[src/pkg/drm_pkg.sv]
/*
 * drm_pkg: word width, select encodings, fixed constants and field
 * positions for the processor data routing multiplexers.
 * Assumes: 16-bit data section, select fields from microprogram control.
 */
package drm_pkg;

   // ************************************************************
   // widths
   // ************************************************************
   localparam int DW = 16;
   localparam int BYTE_W = 8;
   localparam int IBUS_DEVS = 4;
   localparam int IBUS_DEV_W = 2;
   localparam int CSW_W = 3;

   typedef logic [DW-1:0] drm_word_t;

   // ************************************************************
   // select encodings
   // ************************************************************
   typedef enum logic [1:0] {ASEL_SRC, ASEL_DST, ASEL_BUS, ASEL_PC} drm_asel_e;
   typedef enum logic [1:0] {BSEL_SRC, BSEL_BUS, BSEL_K0, BSEL_K1} drm_bsel_e;
   typedef enum logic [1:0] {K0_ONE, K0_TWO, K0_SRC, K0_DST} drm_k0_e;
   typedef enum logic [1:0] {K1_TRAP, K1_START, K1_LOOP, K1_BRANCH} drm_k1_e;
   typedef enum logic [1:0] {SHF_PASS, SHF_SWAP, SHF_SHR, SHF_PC} drm_shf_e;
   typedef enum logic {TR_GPR, TR_SHF} drm_trsel_e;
   typedef enum logic [1:0] {BRX_SHF, BRX_SYS, BRX_FAST, BRX_IBUS} drm_brsel_e;
   typedef enum logic [1:0] {BA_PC, BA_SRC, BA_DST, BA_EXP} drm_basel_e;
   typedef enum logic [1:0] {DOUT_BUS, DOUT_SHF, DOUT_PC, DOUT_AUX} drm_dout_e;
   typedef enum logic [1:0] {DISP_SHF, DISP_BUS, DISP_SRC, DISP_DST} drm_disp_e;

   // ************************************************************
   // constants and field positions
   // ************************************************************
   localparam drm_word_t K0_ONE_VAL = 16'h0001;
   localparam drm_word_t K0_TWO_VAL = 16'h0002;
   localparam drm_word_t START_VEC_DEF = 16'h0000;
   localparam int LOOP_OFS_MSB = 5;
   localparam int BRANCH_OFS_MSB = 7;
   localparam drm_word_t WORD_RST = 16'h0000;
   localparam logic [CSW_W-1:0] CSW_RST = 3'h0;
   // console switch bit positions
   localparam int CSW_DISP_LO = 0;
   localparam int CSW_DISP_HI = 1;
   localparam int CSW_ADDR_PHYS = 2;

endpackage : drm_pkg

[src/pkg/drm_const_if.sv]
/*
 * drm_const_if: carries constant selector fields, their sources and
 * their two outputs between the routing top and the constant selector.
 * Assumes: purely combinational use on the single processor clock.
 */
`timescale 1ns/1ps
`default_nettype none

interface drm_const_if;
   import drm_pkg::*;
   drm_k0_e k0_sel;
   drm_k1_e k1_sel;
   drm_word_t bus_word;
   drm_word_t src_const;
   drm_word_t dst_const;
   drm_word_t trap_vec;
   drm_word_t k0_out;
   drm_word_t k1_out;

   modport user (output k0_sel, k1_sel, bus_word, src_const, dst_const, trap_vec,
                 input k0_out, k1_out);
   modport sel (input k0_sel, k1_sel, bus_word, src_const, dst_const, trap_vec,
                output k0_out, k1_out);
endinterface : drm_const_if

`default_nettype wire

[src/core/drm_const_sel.sv]
/*
 * drm_const_sel: constant selectors zero and one feeding the B operand
 * selector. Assumes: select fields are stable for the machine cycle.
 */
`timescale 1ns/1ps
`default_nettype none

module drm_const_sel #(
   parameter drm_pkg::drm_word_t START_VEC = drm_pkg::START_VEC_DEF
) (
   drm_const_if.sel cif
);
   import drm_pkg::*;

   // ************************************************************
   // constant selector zero: fixed 1, fixed 2 or generated constants
   // ************************************************************
   always_comb begin
      unique case (cif.k0_sel)
         K0_ONE: cif.k0_out = K0_ONE_VAL;
         K0_TWO: cif.k0_out = K0_TWO_VAL;
         K0_SRC: cif.k0_out = cif.src_const;
         K0_DST: cif.k0_out = cif.dst_const;
      endcase
   end

   // ************************************************************
   // constant selector one: vectors or word offsets from bus reg
   // ************************************************************
   always_comb begin
      unique case (cif.k1_sel)
         K1_TRAP: cif.k1_out = cif.trap_vec;
         K1_START: cif.k1_out = START_VEC;
         // loop/mark offset: low bits doubled and sign-extended
         K1_LOOP: cif.k1_out = {{(DW-LOOP_OFS_MSB-2){cif.bus_word[LOOP_OFS_MSB]}},
                                cif.bus_word[LOOP_OFS_MSB:0], 1'b0};
         // branch offset: low byte doubled and sign-extended
         K1_BRANCH: cif.k1_out = {{(DW-BRANCH_OFS_MSB-2){cif.bus_word[BRANCH_OFS_MSB]}},
                                  cif.bus_word[BRANCH_OFS_MSB:0], 1'b0};
      endcase
   end

endmodule : drm_const_sel

`default_nettype wire

[src/core/drm_datapath.sv]
/*
 * drm_datapath: operand and result routing of the processor data
 * section: ALU operand selectors, result shifter, temporary register
 * input selectors, bus address and data out selectors, internal bus
 * gating and console light selection.
 * Assumes: one processor clock; select fields and load strobes come
 * from microprogram control for the current cycle; console switches
 * are asynchronous pins; t3_pulse is a one-cycle pulse on clk.
 */
`timescale 1ns/1ps
`default_nettype none

module drm_datapath #(
   parameter drm_pkg::drm_word_t START_VEC = drm_pkg::START_VEC_DEF
) (
   input wire logic clk,
   input wire logic rst_n,
   // microprogram select fields
   input wire drm_pkg::drm_asel_e alu_a_select,
   input wire drm_pkg::drm_bsel_e alu_b_select,
   input wire drm_pkg::drm_k0_e const_select_zero,
   input wire drm_pkg::drm_k1_e const_select_one,
   input wire drm_pkg::drm_shf_e shift_op,
   input wire drm_pkg::drm_trsel_e source_temp_input_sel,
   input wire drm_pkg::drm_trsel_e dest_temp_input_sel,
   input wire drm_pkg::drm_brsel_e bus_temp_input_sel,
   input wire drm_pkg::drm_basel_e bus_address_select,
   input wire drm_pkg::drm_dout_e data_out_select,
   input wire drm_pkg::drm_disp_e disp_word_select,
   // load strobes
   input wire logic ld_source_temp,
   input wire logic ld_dest_temp,
   input wire logic ld_bus_temp,
   input wire logic ld_gpr,
   input wire logic ld_pc,
   input wire logic ld_bus_addr,
   input wire logic ld_sys_data,
   // data sources
   input wire drm_pkg::drm_word_t alu_result,
   input wire logic shift_in_bit,
   input wire drm_pkg::drm_word_t pc_value,
   input wire drm_pkg::drm_word_t gpr_source_port,
   input wire drm_pkg::drm_word_t gpr_dest_port,
   input wire drm_pkg::drm_word_t src_const,
   input wire drm_pkg::drm_word_t dst_const,
   input wire drm_pkg::drm_word_t trap_vec,
   input wire drm_pkg::drm_word_t fast_bus_input,
   input wire drm_pkg::drm_word_t internal_bus,
   input wire drm_pkg::drm_word_t sys_bus_data,
   input wire logic t3_pulse,
   input wire drm_pkg::drm_word_t exponent_arith_unit,
   input wire drm_pkg::drm_word_t data_out_aux,
   // internal bus control
   input wire logic ibus_drive,
   input wire logic ibus_load_req,
   input wire logic [drm_pkg::IBUS_DEV_W-1:0] ibus_dest,
   // console
   input wire logic [drm_pkg::CSW_W-1:0] console_sw,
   input wire logic mmu_present,
   input wire drm_pkg::drm_word_t mmu_phys_addr,
   // outputs
   output logic [drm_pkg::DW-1:0] alu_a_q,
   output logic [drm_pkg::DW-1:0] alu_b_q,
   output logic [drm_pkg::DW-1:0] source_temp_reg_q,
   output logic [drm_pkg::DW-1:0] dest_temp_reg_q,
   output logic [drm_pkg::DW-1:0] bus_temp_reg_q,
   output logic [drm_pkg::DW-1:0] gpr_wr_data_q,
   output logic gpr_wr_en_q,
   output logic [drm_pkg::DW-1:0] pc_wr_data_q,
   output logic pc_wr_en_q,
   output logic [drm_pkg::DW-1:0] bus_addr_q,
   output logic [drm_pkg::DW-1:0] sys_data_out_q,
   output logic ibus_oe_q,
   output logic [drm_pkg::IBUS_DEVS-1:0] ibus_load_q,
   output logic [drm_pkg::DW-1:0] disp_data_q,
   output logic [drm_pkg::DW-1:0] disp_addr_q
);
   import drm_pkg::*;

   // ************************************************************
   // declarations
   // ************************************************************
   drm_const_if cif ();
   drm_word_t shf_out;
   drm_word_t alu_a_d;
   drm_word_t alu_b_d;
   drm_word_t src_d;
   drm_word_t dst_d;
   drm_word_t bus_d;
   drm_word_t sysbuf_q;
   drm_word_t sysbuf_d;
   drm_word_t gpr_wr_data_d;
   logic gpr_wr_en_d;
   drm_word_t pc_wr_data_d;
   logic pc_wr_en_d;
   drm_word_t baddr_mux_out;
   drm_word_t bus_addr_d;
   drm_word_t sys_data_out_d;
   logic ibus_oe_d;
   logic [IBUS_DEVS-1:0] ibus_load_d;
   logic [IBUS_DEVS-1:0] dest_hit;
   drm_word_t disp_data_d;
   drm_word_t disp_addr_d;
   logic [CSW_W-1:0] sw_s1_q;
   logic [CSW_W-1:0] sw_s2_q;
   logic [CSW_W-1:0] sw_s3_q;
   logic [CSW_W-1:0] sw_q;
   logic [CSW_W-1:0] sw_s1_d;
   logic [CSW_W-1:0] sw_s2_d;
   logic [CSW_W-1:0] sw_s3_d;
   logic [CSW_W-1:0] sw_d;

   // ************************************************************
   // constant selectors
   // ************************************************************
   assign cif.k0_sel = const_select_zero;
   assign cif.k1_sel = const_select_one;
   assign cif.bus_word = bus_temp_reg_q;
   assign cif.src_const = src_const;
   assign cif.dst_const = dst_const;
   assign cif.trap_vec = trap_vec;

   drm_const_sel #(
      .START_VEC(START_VEC)
   ) u_const (
      .cif(cif.sel)
   );

   // ************************************************************
   // operand selectors and shifter
   // ************************************************************
   // A and B operand selection from current fields
   always_comb begin
      unique case (alu_a_select)
         ASEL_SRC: alu_a_d = source_temp_reg_q;
         ASEL_DST: alu_a_d = dest_temp_reg_q;
         ASEL_BUS: alu_a_d = bus_temp_reg_q;
         ASEL_PC: alu_a_d = pc_value;
      endcase
      unique case (alu_b_select)
         BSEL_SRC: alu_b_d = source_temp_reg_q;
         BSEL_BUS: alu_b_d = bus_temp_reg_q;
         BSEL_K0: alu_b_d = cif.k0_out;
         BSEL_K1: alu_b_d = cif.k1_out;
      endcase
   end

   // result shifter: pass, byte swap, right shift or PC substitute
   always_comb begin
      unique case (shift_op)
         SHF_PASS: shf_out = alu_result;
         SHF_SWAP: shf_out = {alu_result[BYTE_W-1:0], alu_result[DW-1:BYTE_W]};
         SHF_SHR: shf_out = {shift_in_bit, alu_result[DW-1:1]};
         SHF_PC: shf_out = pc_value;
      endcase
   end

   // ************************************************************
   // temporary register inputs and result paths
   // ************************************************************
   // each register holds unless its strobe is present
   always_comb begin
      src_d = source_temp_reg_q;
      dst_d = dest_temp_reg_q;
      bus_d = bus_temp_reg_q;
      sysbuf_d = sysbuf_q;
      if (ld_source_temp) begin
         src_d = (source_temp_input_sel == TR_GPR) ? gpr_source_port : shf_out;
      end
      if (ld_dest_temp) begin
         dst_d = (dest_temp_input_sel == TR_GPR) ? gpr_dest_port : shf_out;
      end
      // system bus word is buffered at every T3 pulse
      if (t3_pulse) begin
         sysbuf_d = sys_bus_data;
      end
      if (ld_bus_temp) begin
         unique case (bus_temp_input_sel)
            BRX_SHF: bus_d = shf_out;
            BRX_SYS: bus_d = sysbuf_q;
            BRX_FAST: bus_d = fast_bus_input;
            BRX_IBUS: bus_d = internal_bus;
         endcase
      end
   end

   // general register and PC write paths; PC bypasses the shifter
   always_comb begin
      gpr_wr_en_d = ld_gpr;
      gpr_wr_data_d = ld_gpr ? shf_out : gpr_wr_data_q;
      pc_wr_en_d = ld_pc;
      pc_wr_data_d = ld_pc ? alu_result : pc_wr_data_q;
   end

   // ************************************************************
   // external interface selectors
   // ************************************************************
   // bus address select; exponent input never reaches the bus address
   always_comb begin
      unique case (bus_address_select)
         BA_PC: baddr_mux_out = pc_value;
         BA_SRC: baddr_mux_out = source_temp_reg_q;
         BA_DST: baddr_mux_out = dest_temp_reg_q;
         BA_EXP: baddr_mux_out = exponent_arith_unit;
      endcase
      bus_addr_d = bus_addr_q;
      if (ld_bus_addr && (bus_address_select != BA_EXP)) begin
         bus_addr_d = baddr_mux_out;
      end
   end

   // outbound system bus data; fast/internal take bus_temp_reg_q directly
   always_comb begin
      sys_data_out_d = sys_data_out_q;
      if (ld_sys_data) begin
         unique case (data_out_select)
            DOUT_BUS: sys_data_out_d = bus_temp_reg_q;
            DOUT_SHF: sys_data_out_d = shf_out;
            DOUT_PC: sys_data_out_d = pc_value;
            DOUT_AUX: sys_data_out_d = data_out_aux;
         endcase
      end
   end

   // internal bus destination decode, one load per device
   genvar gi;
   generate
      for (gi = 0; gi < IBUS_DEVS; gi++) begin : g_dest
         assign dest_hit[gi] = (ibus_dest == IBUS_DEV_W'(gi));
      end
   endgenerate

   // internal bus: drive enable and load strobe, no address
   always_comb begin
      ibus_oe_d = ibus_drive;
      ibus_load_d = ibus_load_req ? dest_hit : '0;
   end

   // ************************************************************
   // console switch synchroniser
   // ************************************************************
   // three stages; the held value moves only when stages two and three agree
   always_comb begin
      sw_s1_d = console_sw;
      sw_s2_d = sw_s1_q;
      sw_s3_d = sw_s2_q;
      sw_d = (sw_s2_q == sw_s3_q) ? sw_s3_q : sw_q;
   end

   always_ff @(posedge clk or negedge rst_n) begin
      if (!rst_n) begin
         sw_s1_q <= CSW_RST;
         sw_s2_q <= CSW_RST;
         sw_s3_q <= CSW_RST;
         sw_q <= CSW_RST;
      end else begin
         sw_s1_q <= sw_s1_d;
         sw_s2_q <= sw_s2_d;
         sw_s3_q <= sw_s3_d;
         sw_q <= sw_d;
      end
   end

   // ************************************************************
   // console lights
   // ************************************************************
   // data word chosen by switches, address from selector or MMU
   always_comb begin
      unique case (drm_disp_e'(sw_q[CSW_DISP_HI:CSW_DISP_LO]))
         DISP_SHF: disp_data_d = shf_out;
         DISP_BUS: disp_data_d = bus_temp_reg_q;
         DISP_SRC: disp_data_d = source_temp_reg_q;
         DISP_DST: disp_data_d = dest_temp_reg_q;
      endcase
      if (sw_q[CSW_ADDR_PHYS] && mmu_present) begin
         disp_addr_d = mmu_phys_addr;
      end else begin
         disp_addr_d = baddr_mux_out;
      end
   end

   // ************************************************************
   // registers
   // ************************************************************
   always_ff @(posedge clk or negedge rst_n) begin
      if (!rst_n) begin
         alu_a_q <= WORD_RST;
         alu_b_q <= WORD_RST;
         source_temp_reg_q <= WORD_RST;
         dest_temp_reg_q <= WORD_RST;
         bus_temp_reg_q <= WORD_RST;
         sysbuf_q <= WORD_RST;
         gpr_wr_data_q <= WORD_RST;
         gpr_wr_en_q <= 1'b0;
         pc_wr_data_q <= WORD_RST;
         pc_wr_en_q <= 1'b0;
         bus_addr_q <= WORD_RST;
         sys_data_out_q <= WORD_RST;
         ibus_oe_q <= 1'b0;
         ibus_load_q <= '0;
         disp_data_q <= WORD_RST;
         disp_addr_q <= WORD_RST;
      end else begin
         alu_a_q <= alu_a_d;
         alu_b_q <= alu_b_d;
         source_temp_reg_q <= src_d;
         dest_temp_reg_q <= dst_d;
         bus_temp_reg_q <= bus_d;
         sysbuf_q <= sysbuf_d;
         gpr_wr_data_q <= gpr_wr_data_d;
         gpr_wr_en_q <= gpr_wr_en_d;
         pc_wr_data_q <= pc_wr_data_d;
         pc_wr_en_q <= pc_wr_en_d;
         bus_addr_q <= bus_addr_d;
         sys_data_out_q <= sys_data_out_d;
         ibus_oe_q <= ibus_oe_d;
         ibus_load_q <= ibus_load_d;
         disp_data_q <= disp_data_d;
         disp_addr_q <= disp_addr_d;
      end
   end

endmodule : drm_datapath

`default_nettype wire

[config.mk]
export PLATFORM = sky130hd
export DESIGN_NAME = drm_datapath
export DESIGN_NICKNAME = d
export VERILOG_FILES = /design/src/pkg/drm_pkg.sv /design/src/pkg/drm_const_if.sv /design/src/core/drm_const_sel.sv /design/src/core/drm_datapath.sv
export SDC_FILE = /design/constraint.sdc
export NUM_CORES = 1
export LEC_CHECK = 0
export ABC_AREA = 1
export BUFFER_PORTS_ARGS = -buffer_cell sky130_fd_sc_hd__buf_2
export CORE_AREA = 2 2 166 168
export CTS_CLUSTER_DIAMETER = 60
export DETAILED_ROUTE_END_ITERATION = 8
export DIE_AREA = 0 0 168 170
export GPL_TIMING_DRIVEN = 0
export MAX_ROUTING_LAYER = met4
export PLACE_DENSITY_LB_ADDON = 0.12
export SKIP_CTS_REPAIR_TIMING = 1
export SLEW_MARGIN = 15
export SYNTH_ARGS = -nofsm -noshare
export SYNTH_HDL_FRONTEND = slang
export SYNTH_SLANG_ARGS = --single-unit
[constraint.sdc]
create_clock -name clk -period 3.5 [get_ports clk]
set_input_delay 0.7 -clock clk [delete_from_list [all_inputs] [get_ports clk]]
set_output_delay 0.7 -clock clk [all_outputs]
set_load 0.03 [all_outputs]
==> results by group <==
Setup path
  • Crit Path Category: flip-flop to output port
  • Data arrival, critical path: 1.57 ns
  • CP Cell Sequence: buf_2
  • CP peak stage delay: around 0.73 ns
  • Crit path launch type: flip-flop
  • Critical-path maximum fanout: 6
  • Crit. End Element: output port
  • CP delay by family, top: flip-flops
  • WP data required: ~2.8 ns
  • Slowest cell on crit path: dfrtp_1
  • CP bufs+invs: 1

GRT
  • Vias in the first global route: roughly 12k
  • Gr ovfl total: 0
  • First-pass GRT wire length: ~72000 um
  • Largest net degree at the start of global routing: 87
  • Initial antenna violation count: 5
  • Total GRT Usage: 35.2%

Floorplan
  • Die Ht: roughly 170 um
  • DIE WIDTH: approximately 170 um
  • I/O pins: 430
  • FP Rows: 60
  • Core ar.: approximately 0.027 sq mm
  • Initial Utilization: about two fifths
  • Die area: around 0.029 sq mm

STA
  • Fmax: about 440 MHz
  • Slew Viols, Final: 0
  • Min Tclk post-route: between 2 and 2.5 ns
  • Worst Hold Margin: ~0.044 ns
  • # setup viols final: 0
  • Setup slack after layout: between 1 and 1.5 ns
  • Slew at the pin with the worst max-slew slack: 0.664 ns
  • RSZ-0062 raised after global routing: no
  • Final Cycle Share: ~65%
  • Slew headroom: 55.6%
  • Clk_skew: around 0.017 ns
  • Final hold viol count: 0

Final layout
  • Footprint of the multi-input gates: 0.00504 sq mm
  • Area growth syn-to-layout: 31.4%
  • Final non-filler cell area: approximately 0.014 sq mm
  • Nets: 2138
  • Share of cells above drive strength 1: 29.2%
  • Register area: 0.00528 sq mm
  • FILL cells: between 2k and 3k

Clock tree
  • Clock Tree Root: clkbuf_16
  • CTS tree: built
  • Num CTS Buffers: 26
  • Worst-path clk slew: about 0.060 ns
  • Clk_lat worst skew: 0.54 ns
  • CTS sink count: approximately 210
  • Clk buf depth: 3
  • H-tree Lvls: 1

Placement
  • GPL Wtd Cong: slightly below 1
  • Post-place setup slack: roughly 1.3 ns
  • DP HPWL: 39100 um
  • Port buffer count: around 420
  • Dpl cell area: about 0.014 sq mm

Drt
  • Vias/cell: approximately 5.6
  • Drt pass-1 iters: 6
  • Wire per inst: 22.3 um
  • Total Routed Length: between 50000 and 60000 um
  • DRT antenna net count: 0
  • Via count: about 13k
  • DR iter-0 viols: 1221
  • Residual DRC: 0

Power and ir drop
  • NetSw: approximately 3.2 mW
  • Switching share of power: about two fifths
  • Power Total: 8.35 mW
  • Power Density: 577 mW/mm^2
  • Largest vdd supply drop: between 0.4 and 0.5 mV
  • Share of power burned in registers: ~38%
  • Int Power: approximately 5.1 mW
  • Leakage: between 7 and 8 nW
  • Logic pwr share: between 20 and 30%
  • Share of total power in the clock network: 32.8%

Synth
  • Mapped Cells: ~1.4k
  • EDFF count, synth: 0
  • Seq/Total Area, Yosys: between 40% and 50%
  • Synth Area per Inst: roughly 7.6 sq um
  • Syn_nets: about 1.7k
  • Mapped cell area: around 0.011 sq mm
  • Synth cell count leaders: 527 x nand2_1, 211 x dfrtp_1, 137 x nand3_1
  • Area contributors post-synth: dfrtp_1 48%, nand2_1 18%, nand3_1 6.2%, a21oi_1 5.3%, nor2_1 3.2%
  • Yosys warns: 0
  • #FFs+latches synth: between 200 and 250
  • Most common cell in the netlist: nand2_1
  • Post-synth top area cell: dfrtp_1
  • Ys flop type: dfrtp_1
  • Synth unique cells: 33
  • Async SR Flop Fraction: between 90% and 100%
  • Synth top area share: between 40% and 50%

Min path
  • Hold Crit Class: input pin to async pin

Status
  • Status: complete, no violations

Flow run
  • Max cap viols: 0
==> flip-flops by register name (all words and copies together) (netlist names), 4 cells and up <==
register	cells
ibus_load_q	4
bus_temp_reg_q	16
gpr_wr_data_q	16
alu_b_q	16
source_temp_reg_q	16
bus_addr_q	16
alu_a_q	16
dest_temp_reg_q	16
disp_addr_q	16
disp_data_q	16
sysbuf_q	16
pc_wr_data_q	16
sys_data_out_q	16
==> layout make-up <==
type / count / area share (%)
clock inverters: 11 / 0.848
well taps: 341 / 2.95
inverters: 78 / 2.04
plain buffers: 72 / 2.71
clock buffers: 34 / 5.13
flip-flops and latches: 211 / 36.5
repair buffers: 419 / 14.9
multi-input cells: 1083 / 34.8
diodes: 6 / 0.104
==> placed cells by master, fill, tap and decap left out, drive strengths merged <==
cell type,instances
a211oi,6
a21oi,116
a22oi,2
a31oi,13
buf,471
bufinv,2
clkbuf,54
clkinv,5
clkinvlp,1
dfrtp,211
diode,6
inv,81
mux2,25
nand2,527
nand3,141
nand4,43
nor2,102
nor3,4
o2111ai,5
o211ai,4
o21ai,69
o21bai,13
o22ai,2
or2,9
xnor2,2
==> per-layer routing <==
metal | up-vias | routed length, um | track usage, %
met5 | - | 0 | -
met4 | 0 | 2410 | 14.9
met3 | 138 | 4840 | 5.40
met2 | 755 | 22700 | 54.3
met1 | 5963 | 20400 | 46.4
li1 | 5667 | - | -
==> power groups by stage <==
| stage | registers, mW | logic, mW | clock network, mW |
|---|---|---|---|
| 5_1_grt | 3.19 | 2.59 | 2.86 |
| 4_1_cts | 3.15 | 2.41 | 2.76 |
| 6_report | 3.17 | 2.44 | 2.74 |
| 3_5_place_dp | 3.19 | 2.41 | 0 |
| 3_3_place_gp | 3.19 | 2.38 | 0 |
| 2_1_floorplan | 3.72 | 0.780 | 0 |
==> cell families after synthesis <==
family	after synthesis	share of synthesized area, %
AO/OA/AOI/OAI	230	11.4
XOR/XNOR	2	0.159
buffers and inverters	150	6.24
flip-flops	211	48.0
multiplexers	25	2.56
AND/OR/NAND/NOR	826	31.6
==> path summary, 6_finish.rpt <==
| check | start | to | slack [ns] | cells past startpoint |
|---|---|---|---|---|
| setup / recovery | bus_temp_reg_q[14]$_DFFE_PN0P_ | bus_temp_reg_q[14] | 1.23 | 1 |
| min in group clk | console_sw[2] | sw_s1_q[2]$_DFF_PN0_ | 0.27 | 1 |
| setup reg to reg | sw_q[1]$_DFFE_PN0N_ | disp_data_q[3]$_DFF_PN0_ | 1.77 | 5 |
| hold / removal | rst_n | alu_b_q[15]$_DFF_PN0_ | 0.04 | 1 |
| hold reg to reg | sw_s1_q[0]$_DFF_PN0_ | sw_s2_q[0]$_DFF_PN0_ | 0.35 | 0 |
| max in group asynchronous | rst_n | pc_wr_data_q[11]$_DFFE_PN0P_ | 2.27 | 3 |
==> metrics by stage <==
stage	utilization, %	setup TNS (ns)	cells
floorplan	-	0	1444
detailed placement	51.0	0	2204
finish	54.3	0	2255
global route	54.3	0	2254
CTS	54.2	0	2249
global placement	50.7	-417.80	2202
(Power assumes the default switching activity.)
